[src/hdl/twi_pkg.sv]
// Shared constants for the two-wire master and general-call port
package twi_pkg;
	localparam int unsigned CLK_HZ = 100_000_000;
	localparam logic [3:0] MODE_MASTER = 4'h8;
	localparam logic [3:0] MODE_SLAVE7 = 4'h6;
	localparam logic [3:0] MODE_SLAVE10 = 4'h7;
	localparam logic [3:0] MODE_SLAVE7_SP = 4'he;
	localparam logic [3:0] MODE_SLAVE10_SP = 4'hf;
	localparam logic [7:0] GENERAL_CALL_ADDR = 8'h00;
	localparam logic [7:0] TEN_BIT_PREFIX = 8'hf0;
	localparam logic [7:0] TEN_BIT_MASK = 8'hf9;
	localparam int unsigned RELOAD_W = 7;
	localparam int unsigned CON2_LOCK_BITS = 5;
	localparam logic [RELOAD_W-1:0] BAUD_RESET = 7'h00;
	localparam logic [1:0] PHASE_RESET = 2'h0;
	localparam logic [3:0] BIT_COUNT_BYTE = 4'h8;
	localparam logic [3:0] BIT_COUNT_ACK = 4'h9;
endpackage : twi_pkg

[src/hdl/baud_gen.sv]
// Reloadable down counter that steps on two phases of a four-phase cycle
`timescale 1ns/1ns
module baud_gen #(
	parameter int unsigned W = twi_pkg::RELOAD_W
) (
	input wire logic clock,
	input wire logic rst_b,
	input wire logic load,
	input wire logic halt,
	input wire logic [W-1:0] reload,
	output logic timeout,
	output logic running
);
	logic [W-1:0] baud_counter;
	logic [1:0] phase;

	// Four-phase instruction cycle; steps on phase_two and phase_four only
	always_ff @(posedge clock or negedge rst_b) begin
		if (!rst_b) begin
			phase <= twi_pkg::PHASE_RESET;
		end else begin
			phase <= phase + 2'h1;
		end
	end

	// Count down to zero then park until reloaded
	always_ff @(posedge clock or negedge rst_b) begin
		if (!rst_b) begin
			baud_counter <= twi_pkg::BAUD_RESET;
			running <= 1'b0;
		end else if (load) begin
			baud_counter <= reload;
			running <= 1'b1;
		end else if (halt) begin
			running <= 1'b0;
		end else if (running && phase[0]) begin
			if (baud_counter == '0) begin
				running <= 1'b0;
			end else begin
				baud_counter <= baud_counter - {{(W-1){1'b0}}, 1'b1};
			end
		end
	end

	// One-cycle pulse when the count expires; period (reload+1) half-cycles
	assign timeout = running && phase[0] && (baud_counter == '0);
endmodule : baud_gen

[src/hdl/twi_port.sv]
// Two-wire port: master Start, byte transmit with acknowledge, general call
`timescale 1ns/1ns
module twi_port (
	input wire logic clock,
	input wire logic rst_b,
	input wire logic port_enable_bit,
	input wire logic [3:0] port_mode_select,
	input wire logic general_call_enable,
	input wire logic [7:0] address_baud_reg,
	input wire logic con2_wr,
	input wire logic [4:0] con2_wdata,
	input wire logic buf_wr,
	input wire logic [7:0] buf_wdata,
	input wire logic buf_rd,
	input wire logic irq_clr,
	input wire logic wr_collision_clr,
	input wire logic bcol_clr,
	input wire logic scl_in,
	input wire logic sda_in,
	output logic scl_out,
	output logic scl_oe,
	output logic sda_out,
	output logic sda_oe,
	output logic [4:0] second_control_reg,
	output logic [7:0] serial_xfer_buffer,
	output logic buffer_full_flag,
	output logic serial_irq_flag,
	output logic write_collision_flag,
	output logic bus_collision_flag,
	output logic ack_status_flag,
	output logic update_addr_flag,
	output logic start_seen,
	output logic stop_seen
);
	typedef enum logic [3:0] {
		M_IDLE, M_START_WAIT, M_START_HOLD, M_BIT_LOW, M_BIT_HIGH, M_ACK_LOW, M_ACK_HIGH,
		M_HOLD
	} mstate_e;

	mstate_e mstate;
	logic [7:0] serial_shift_reg;
	logic [3:0] mbits;
	logic sda_drv_low;
	logic scl_drv_low;
	logic master_mode;
	logic start_cond_enable;
	logic baud_load;
	logic baud_halt;
	logic baud_timeout;
	logic baud_running;
	logic ev_start;
	logic ev_byte;
	logic ev_bcol;
	logic scl_q;
	logic sda_q;
	logic s_start;
	logic s_stop;
	logic s_rise;
	logic s_fall;
	logic [7:0] s_shift;
	logic [3:0] s_bits;
	logic s_active;
	logic gc_hit;
	logic ev_gc_buf;
	logic ev_gc_irq;
	logic gc_pending;

	// Decodes whether a byte is the reserved broadcast address
	function automatic logic is_general_call(input logic [7:0] b);
		return b == twi_pkg::GENERAL_CALL_ADDR;
	endfunction : is_general_call

	function automatic logic is_ten_bit_mode(input logic [3:0] m);
		return m == twi_pkg::MODE_SLAVE10 || m == twi_pkg::MODE_SLAVE10_SP;
	endfunction : is_ten_bit_mode

	assign master_mode = port_enable_bit && port_mode_select == twi_pkg::MODE_MASTER;
	assign start_cond_enable = second_control_reg[0];

	// Open-drain pins: only ever pull low, otherwise release
	assign scl_out = 1'b0;
	assign sda_out = 1'b0;
	assign scl_oe = scl_drv_low;
	assign sda_oe = sda_drv_low;

	// Previous line levels for bus edge detection
	always_ff @(posedge clock or negedge rst_b) begin
		if (!rst_b) begin
			scl_q <= 1'b1;
			sda_q <= 1'b1;
		end else begin
			scl_q <= scl_in;
			sda_q <= sda_in;
		end
	end

	assign s_start = scl_in && scl_q && sda_q && !sda_in;
	assign s_stop = scl_in && scl_q && !sda_q && sda_in;
	assign s_rise = scl_in && !scl_q;
	assign s_fall = !scl_in && scl_q;

	baud_gen #(
		.W(twi_pkg::RELOAD_W)
	) baud_gen_inst (
		.clock(clock),
		.rst_b(rst_b),
		.load(baud_load),
		.halt(baud_halt),
		.reload(address_baud_reg[twi_pkg::RELOAD_W-1:0]),
		.timeout(baud_timeout),
		.running(baud_running)
	);

	// Counter load: Start with idle lines, buffer write, end of each low or data-high phase, or clock held low
	always_comb begin
		baud_load = 1'b0;
		baud_halt = 1'b0;
		case (mstate)
			M_IDLE: baud_load = master_mode && start_cond_enable && scl_in && sda_in;
			M_START_WAIT: baud_load = baud_timeout && scl_in && sda_in;
			M_START_HOLD: baud_halt = baud_timeout;
			M_HOLD: baud_load = buf_wr && !buffer_full_flag;
			M_BIT_LOW, M_ACK_LOW: baud_load = baud_timeout;
			M_BIT_HIGH, M_ACK_HIGH: baud_load = !scl_q || (mstate == M_BIT_HIGH && baud_timeout);
			default: baud_load = 1'b0;
		endcase
	end

	// Master sequencer: Start, then eight bits plus acknowledge per byte
	always_ff @(posedge clock or negedge rst_b) begin
		if (!rst_b) begin
			mstate <= M_IDLE;
			scl_drv_low <= 1'b0;
			sda_drv_low <= 1'b0;
			mbits <= 4'h0;
			serial_shift_reg <= 8'h00;
			ack_status_flag <= 1'b0;
		end else if (!master_mode) begin
			mstate <= M_IDLE;
			scl_drv_low <= 1'b0;
			sda_drv_low <= 1'b0;
		end else begin
			case (mstate)
				M_IDLE: begin
					if (start_cond_enable) begin
						mstate <= (scl_in && sda_in) ? M_START_WAIT : M_IDLE;
					end
				end
				M_START_WAIT: begin
					if (!scl_in || !sda_in) begin
						mstate <= M_IDLE;
					end else if (baud_timeout) begin
						sda_drv_low <= 1'b1;
						mstate <= M_START_HOLD;
					end
				end
				M_START_HOLD: begin
					if (baud_timeout) begin
						mstate <= M_HOLD;
					end
				end
				M_HOLD: begin
					// Clock released after a Start, parked low after each byte's ack; waits for a byte
					if (buf_wr && !buffer_full_flag) begin
						serial_shift_reg <= buf_wdata;
						scl_drv_low <= 1'b1;
						mbits <= 4'h0;
						mstate <= M_BIT_LOW;
					end
				end
				M_BIT_LOW: begin
					sda_drv_low <= !serial_shift_reg[7];
					if (baud_timeout) begin
						scl_drv_low <= 1'b0;
						mstate <= M_BIT_HIGH;
					end
				end
				M_BIT_HIGH: begin
					if (baud_timeout) begin
						scl_drv_low <= 1'b1;
						serial_shift_reg <= {serial_shift_reg[6:0], 1'b0};
						mbits <= mbits + 4'h1;
						mstate <= (mbits + 4'h1 == twi_pkg::BIT_COUNT_BYTE) ? M_ACK_LOW : M_BIT_LOW;
					end
				end
				M_ACK_LOW: begin
					sda_drv_low <= 1'b0; // Release data for the slave
					if (baud_timeout) begin
						scl_drv_low <= 1'b0;
						mstate <= M_ACK_HIGH;
					end
				end
				M_ACK_HIGH: begin
					if (baud_timeout) begin
						ack_status_flag <= sda_in;
						scl_drv_low <= 1'b1;
						mstate <= M_HOLD;
					end
				end
				default: mstate <= M_IDLE;
			endcase
		end
	end

	assign ev_start = mstate == M_START_HOLD && baud_timeout;
	assign ev_byte = mstate == M_ACK_HIGH && baud_timeout;
	assign ev_bcol = master_mode && ((mstate == M_IDLE && start_cond_enable && !(scl_in && sda_in))
		|| (mstate == M_START_WAIT && (!scl_in || !sda_in)));

	// Control bits; locked while a Start is running, start enable self-clears
	always_ff @(posedge clock or negedge rst_b) begin
		if (!rst_b) begin
			second_control_reg <= 5'h00;
		end else if (ev_start || ev_bcol) begin
			second_control_reg[0] <= 1'b0;
		end else if (con2_wr && !start_cond_enable && mstate != M_START_HOLD) begin
			second_control_reg <= con2_wdata[twi_pkg::CON2_LOCK_BITS-1:0];
		end
	end

	// Bus state seen on the lines; cleared on reset and while disabled
	always_ff @(posedge clock or negedge rst_b) begin
		if (!rst_b) begin
			start_seen <= 1'b0;
			stop_seen <= 1'b0;
		end else if (!port_enable_bit) begin
			start_seen <= 1'b0;
			stop_seen <= 1'b0;
		end else if (s_start) begin
			start_seen <= 1'b1;
			stop_seen <= 1'b0;
		end else if (s_stop) begin
			stop_seen <= 1'b1;
			start_seen <= 1'b0;
		end
	end

	// Slave receiver: shifts on rising clock, compares at eighth bit
	always_ff @(posedge clock or negedge rst_b) begin
		if (!rst_b) begin
			s_shift <= 8'h00;
			s_bits <= 4'h0;
			s_active <= 1'b0;
			gc_pending <= 1'b0;
		end else if (!port_enable_bit || master_mode || s_start || s_stop) begin
			s_bits <= 4'h0;
			s_active <= s_start && port_enable_bit && !master_mode;
			gc_pending <= 1'b0;
		end else if (s_active) begin
			if (s_rise && s_bits < twi_pkg::BIT_COUNT_BYTE) begin
				s_shift <= {s_shift[6:0], sda_in};
				s_bits <= s_bits + 4'h1;
			end else if (s_fall && s_bits == twi_pkg::BIT_COUNT_BYTE) begin
				gc_pending <= gc_hit;
				s_bits <= twi_pkg::BIT_COUNT_ACK;
			end else if (s_fall && s_bits == twi_pkg::BIT_COUNT_ACK) begin
				gc_pending <= 1'b0;
				s_active <= 1'b0; // Data phase of a broadcast is left to software
			end
		end
	end

	// Broadcast match needs the enable; there is no own-address match
	assign gc_hit = general_call_enable && is_general_call(s_shift);
	assign ev_gc_buf = s_active && s_fall && s_bits == twi_pkg::BIT_COUNT_BYTE && gc_hit
		&& !buffer_full_flag;
	assign ev_gc_irq = s_active && s_fall && s_bits == twi_pkg::BIT_COUNT_ACK && gc_pending;

	// Ten-bit mode: broadcast never raises the update-address flag
	always_ff @(posedge clock or negedge rst_b) begin
		if (!rst_b) begin
			update_addr_flag <= 1'b0;
		end else if (s_active && s_fall && s_bits == twi_pkg::BIT_COUNT_BYTE
			&& is_ten_bit_mode(port_mode_select) && !gc_hit
			&& (s_shift & twi_pkg::TEN_BIT_MASK) == twi_pkg::TEN_BIT_PREFIX) begin
			update_addr_flag <= 1'b1;
		end else if (!port_enable_bit || ev_gc_buf) begin
			update_addr_flag <= 1'b0;
		end
	end

	// Transfer buffer and full flag; writes rejected while busy set collision
	always_ff @(posedge clock or negedge rst_b) begin
		if (!rst_b) begin
			serial_xfer_buffer <= 8'h00;
			buffer_full_flag <= 1'b0;
		end else if (ev_gc_buf) begin
			serial_xfer_buffer <= s_shift;
			buffer_full_flag <= 1'b1;
		end else if (buf_wr && master_mode && mstate == M_HOLD && !buffer_full_flag) begin
			serial_xfer_buffer <= buf_wdata;
			buffer_full_flag <= 1'b1;
		end else if (mstate == M_BIT_HIGH && baud_timeout && mbits == 4'h7) begin
			buffer_full_flag <= 1'b0; // Cleared once all eight bits leave
		end else if (buf_rd) begin
			buffer_full_flag <= 1'b0;
		end
	end

	// Write collision is sticky; set wins over software clear
	always_ff @(posedge clock or negedge rst_b) begin
		if (!rst_b) begin
			write_collision_flag <= 1'b0;
		end else if (buf_wr && master_mode && mstate != M_HOLD) begin
			write_collision_flag <= 1'b1;
		end else if (wr_collision_clr) begin
			write_collision_flag <= 1'b0;
		end
	end

	// Bus collision flag, sticky until software clears it
	always_ff @(posedge clock or negedge rst_b) begin
		if (!rst_b) begin
			bus_collision_flag <= 1'b0;
		end else if (ev_bcol) begin
			bus_collision_flag <= 1'b1;
		end else if (bcol_clr) begin
			bus_collision_flag <= 1'b0;
		end
	end

	// Port event flag: Start, byte done, broadcast received; set beats clear
	always_ff @(posedge clock or negedge rst_b) begin
		if (!rst_b) begin
			serial_irq_flag <= 1'b0;
		end else if (ev_start || ev_byte || ev_gc_irq) begin
			serial_irq_flag <= 1'b1;
		end else if (irq_clr) begin
			serial_irq_flag <= 1'b0;
		end
	end
endmodule : twi_port

[config.mk]
export PLATFORM = sky130hd
export DESIGN_NAME = twi_port
export DESIGN_NICKNAME = d
export VERILOG_FILES = /design/src/hdl/twi_pkg.sv /design/src/hdl/baud_gen.sv /design/src/hdl/twi_port.sv
export SDC_FILE = /design/constraint.sdc
export NUM_CORES = 1
export LEC_CHECK = 0
export ABC_CLOCK_PERIOD_IN_PS = 3400
export BUFFER_PORTS_ARGS = -buffer_cell sky130_fd_sc_hd__buf_2
export CAP_MARGIN = 15
export CORE_UTILIZATION = 60
export DETAILED_ROUTE_END_ITERATION = 7
export PLACE_DENSITY = 0.83
export RECOVER_POWER = 25
export SETUP_SLACK_MARGIN = 0.3
export SYNTH_ARGS = -nofsm -noshare
export SYNTH_HDL_FRONTEND = slang
export SYNTH_SLANG_ARGS = --single-unit
export TNS_END_PERCENT = 10
[constraint.sdc]
create_clock -name clock -period 3.4 [get_ports clock]
set_input_delay 0.68 -clock clock [delete_from_list [all_inputs] [get_ports clock]]
set_output_delay 0.68 -clock clock [all_outputs]
set_load 0.005 [all_outputs]
Word level (Yosys, flattened, before mapping)

Index checks and enable logic that the tools add are counted.

$add $sub $neg: 4
$lt $le $gt $ge: 1
Bitwise logic cells: 2
Reductions and logical operators: 99
Equality and inequality tests: 36
Mux-type cells: 72

Operators with widths:

| operator                                              | count |
|---|---|
| 2-to-1 mux 4 bit                                      | 15 |
| logical AND 1 bit                                     | 46 |
| 2-to-1 mux 1 bit                                      | 42 |
| 2-to-1 mux 8 bit                                      | 4 |
| 2-to-1 mux 7 bit                                      | 4 |
| one-hot mux 4 bit (7 select lines)                    | 1 |
| equality test 4 x 3 -> 1 bit, second input constant   | 6 |
| inequality test 3 bit, second input constant          | 7 |
| equality test 4 bit, second input constant            | 5 |
| nonzero test 2 bit                                    | 9 |
| one-hot mux 8 bit (2 select lines)                    | 1 |
| AND reduction 3 bit                                   | 5 |
| nonzero test 3 bit                                    | 4 |
| zero test 1 bit                                       | 11 |
| logical OR 1 bit                                      | 11 |
| inequality test 3 x 2 -> 1 bit, second input constant | 3 |
| adder 4 x 1 -> 4 bit, second input constant           | 2 |
| equality test 4 x 2 -> 1 bit, second input constant   | 2 |
| zero test 8 bit                                       | 1 |
| inequality test 4 x 3 -> 1 bit, second input constant | 2 |
| one-hot mux 4 bit (2 select lines)                    | 1 |
| AND reduction 4 bit                                   | 2 |
| zero test 7 bit                                       | 1 |
| AND reduction 7 bit                                   | 1 |
| other kinds (19)                                      | 28 |

Input port bits: 37
Register bits: 65
Output and inout bits: 25
Word-level logic and storage cells: 239

Depth between registers and ports, before layout

Depth after elaboration: 9
Depth in mapped cells: 7
Gate-level depth less buffers: 6

Hierarchy

A second synthesis with hierarchy kept.

Cells, all modules: 334
Area, all modules: 3408.3 um^2

By module, submodules not included:

| module   | sequential area each (um^2) | instances | cells each | area an instance (um^2) |
|---|---|---|---|---|
| twi_port | 1353.8                      | 1         | 278        | 2842.7 |
| baud_gen | 225.2                       | 1         | 56         | 565.5 |

Worst setup path before layout

OpenSTA, ideal clock, no wires.

Path kind: input port to flip-flop
Start point: input port_mode_select[0]
End point: register second_control_reg[1]
Stages: 4
Setup time: 0.125 ns
Setup slack: 1.316 ns
Path buffers: 0
Required time: 3.275 ns
Data arrival time: 1.959 ns
Path through: nor4b_2 -> and2_0 -> a311o_1 -> mux2_2

Longest elaborated chain between the ends: 6

Ends and longest elaborated chain:

| what                          | RTL line        | RTL |
|---|---|---|
| from (decl)                   | twi_port.sv:7   | `input wire logic [3:0] port_mode_select,` |
| equality test 4 bit           | twi_port.sv:77  | `assign master_mode = port_enable_bit && port_mode_select == twi_pkg::MODE_MASTER;` |
| logical AND 1 bit             | twi_port.sv:77  |  |
| logical AND 1 bit             | twi_port.sv:207 | `assign ev_bcol = master_mode && ((mstate == M_IDLE && start_cond_enable && !(scl_in && sda_in))` |
| logical OR 1 bit              | twi_port.sv:214 | `end else if (ev_start \|\| ev_bcol) begin` |
| NOT 1 bit (no line)           | --              |  |
| AND reduction 2 bit (no line) | --              |  |
| to (signal assigned)          | twi_port.sv:217 | `second_control_reg <= con2_wdata[twi_pkg::CON2_LOCK_BITS-1:0];` |
| to (decl)                     | twi_port.sv:24  | `output logic [4:0] second_control_reg,` |

No other way between the ends.
A chain may end at the register's enable or synchronous reset.

==> out/results.tsv <==
metric	value	unit
Yosys cell types	62	
# nets final	409	
status	finished, violations left	
worst path arrival time	2.64	ns
Hold Crit Start	second_control_reg[4]	
root buffer cell	clkbuf_8	
Hold Slack	0.504	ns
CTS sink count	63	
vias post-DR	2589	
Initial DRC Count	234	
synthesized instance count	305	
Reg2Reg Depth	6	
Max rail drop VDD	0.493	mV
wire per inst	15.9	µm
YS warnings	0	
number of synthesized register bits	63	
worst path bufs/invs	2	
vias per std cell	5.86	
skew final	0.00556	ns
Slew headroom	-0.741	%
IO Port Bufs	58	
GRT Total Usage	26.6	%
Max clock buf depth	2	
violated checks	max-capacitance violations, max-slew violations	
CTS Buf Count	9	
Tot Pwr	1950	µW
Die Y	76.3	µm
first-pass GRT wire length	12000	µm
top-count cell post-synth	dfrtp_1	
cell at the slowest stage of the critical path	clkbuf_1	
first drt pass iteration count	4	
Crit Reg-Reg Endpoint	serial_shift_reg[7]	
Crit path max-delay family	buffers and inverters	
WP data required	3.76	ns
core footprint	5200	µm²
Post-synth EDFFs	0	
FMAX	437	MHz
area share of the largest cell type after synthesis	46.1	%
share of cells above drive strength 1	34.4	%
Fin Setup TNS	0	ns
synthesized area per cell	10.9	µm²
Worst Hold Class	reg2reg	
Crit. End Element	async pin	
Post-synth top cells	61 x dfrtp_1, 35 x mux2_2, 26 x nor2_1	
wirelength, routed	7030	µm
final setup fails	0	
final hold vios	0	
min cycle time layout	2.29	ns
Crit path largest cell delay	1.07	ns
Max Slew Vio Count	30	
Place WS	0.877	ns
clock latency on the worst-skew pair	0.34	ns
num ports	62	
die area	5820	µm²
unrepaired setup endpoints after global routing	false	
Crit Path Category	in2async	
post-layout util	73.8	%
Starting Density	63.6	%
Area contributors post-synth	dfrtp_1 46%, mux2_2 12%, mux2i_1 3.6%	
largest net degree at the start of global routing	36	
DRC viols	0	
Final ANT Viol Nets	0	
PnR worst setup slack	1.11	ns
R2R Setup Slk	1.12	ns
PD cells	506	nW/µm²
cts repair resizes	0	
WHS Endpoint	second_control_reg[4]	
mapped cell area	3310	µm²
main flop type after synthesis	dfrtp_1	
RR Startpoint	baud_gen_inst.baud_counter[1]	
Pleak	0.00185	µW
n_diodes	0	
CTS tree	yes	
antenna violations before repair	0	
measured slew at the worst slew-check pin	1.51	ns
CTS Hold Bufs	0	
Clk pin slew, worst setup/hold paths	0.07	ns
RePlAce Congestion	0.873	
crit-path max FO	35	
Area Growth Syn to Fin	16.1	%
MaxCap Viol Count	1	
htree depth	3	
CP Launch Type	primary input	
Die X-Extent	76.3	µm
dpl hpwl	5070	µm
ys async rst share	100	%
crit-path cells	clkbuf_1, clkbuf_2	
total grt overflow	0	
hold depth	1	
vias in the first global route	2522	
period utilisation layout	67.3	%
sequential element share of the synthesized area	47.7	%
post-CTS setup buffers	0	
post-synth top area cell	dfrtp_1	
num rows	26	
## final cells by class
cell class	count	area [µm²]
Tap cell	70	87.6
Inverter	21	78.8
Sequential cell	63	1580
Fill cell	386	1360
Clock buffer	9	124
Clock inverter	7	73.8
Multi-Input combinational cell	210	1590
Timing Repair Buffer	62	314
## per-layer routing
layer  part of all wire [%]  vias up  GRT usage [%]
met5                      0        -              0
met4                    2.2        0           13.8
met3                    3.8       14           4.31
met2                     49       73           41.5
met1                     45     1268           35.8
li1                       -     1234              -
## where the power goes
| group | internal (µW) | total [µW] | switching (µW) |
|---|---|---|---|
| clock network | 339 | 654 | 315 |
| registers | 829 | 915 | 86.0 |
| logic | 196 | 377 | 181 |
## worst max-delay path by stage
| stage | start | endpoint | slack (ns) | cells after the start |
|---|---|---|---|---|
| global route | rst_b | baud_gen_inst.baud_counter[6] | 0.61 | 2 |
| floorplan | port_mode_select[0] | second_control_reg[1] | 1.32 | 4 |
| global placement | port_mode_select[0] | serial_shift_reg[2] | 0.90 | 5 |
| finish | rst_b | baud_gen_inst.baud_counter[3] | 1.11 | 2 |
| CTS | baud_gen_inst.baud_counter[1] | serial_shift_reg[7] | 1.10 | 6 |
| detailed placement | port_mode_select[0] | serial_shift_reg[5] | 0.88 | 5 |
## cell families after synthesis
family,after synthesis,synth area share (%)
mux,47,15.5
compound gates,62,13.5
flops,63,47.7
simple gates,89,15.5
other cells,1,0.113
fa+ha+maj,5,1.89
buf+inv,33,4.46
xor+xnor,5,1.32
## through the flow
stage,cells,cell area (µm²)
2_1_floorplan,306,3310
3_3_place_gp,426,3650
3_5_place_dp,426,3650
4_1_cts,442,3850
5_1_grt,442,3840
6_report,442,3840
## placed cells by master (no fill, tap or decap), types with 9 or more instances in the layout
master / Yosys / layout
dfrtp_1: 61 / 61
o21ai_0: 12 / 12
clkbuf_8: 0 / 9
a21oi_1: 12 / 12
nor2_1: 26 / 26
buf_2: 4 / 55
mux2_2: 35 / 35
nand2_1: 15 / 15
mux2i_1: 12 / 12
inv_1: 21 / 21
(Power assumes the default switching activity.)
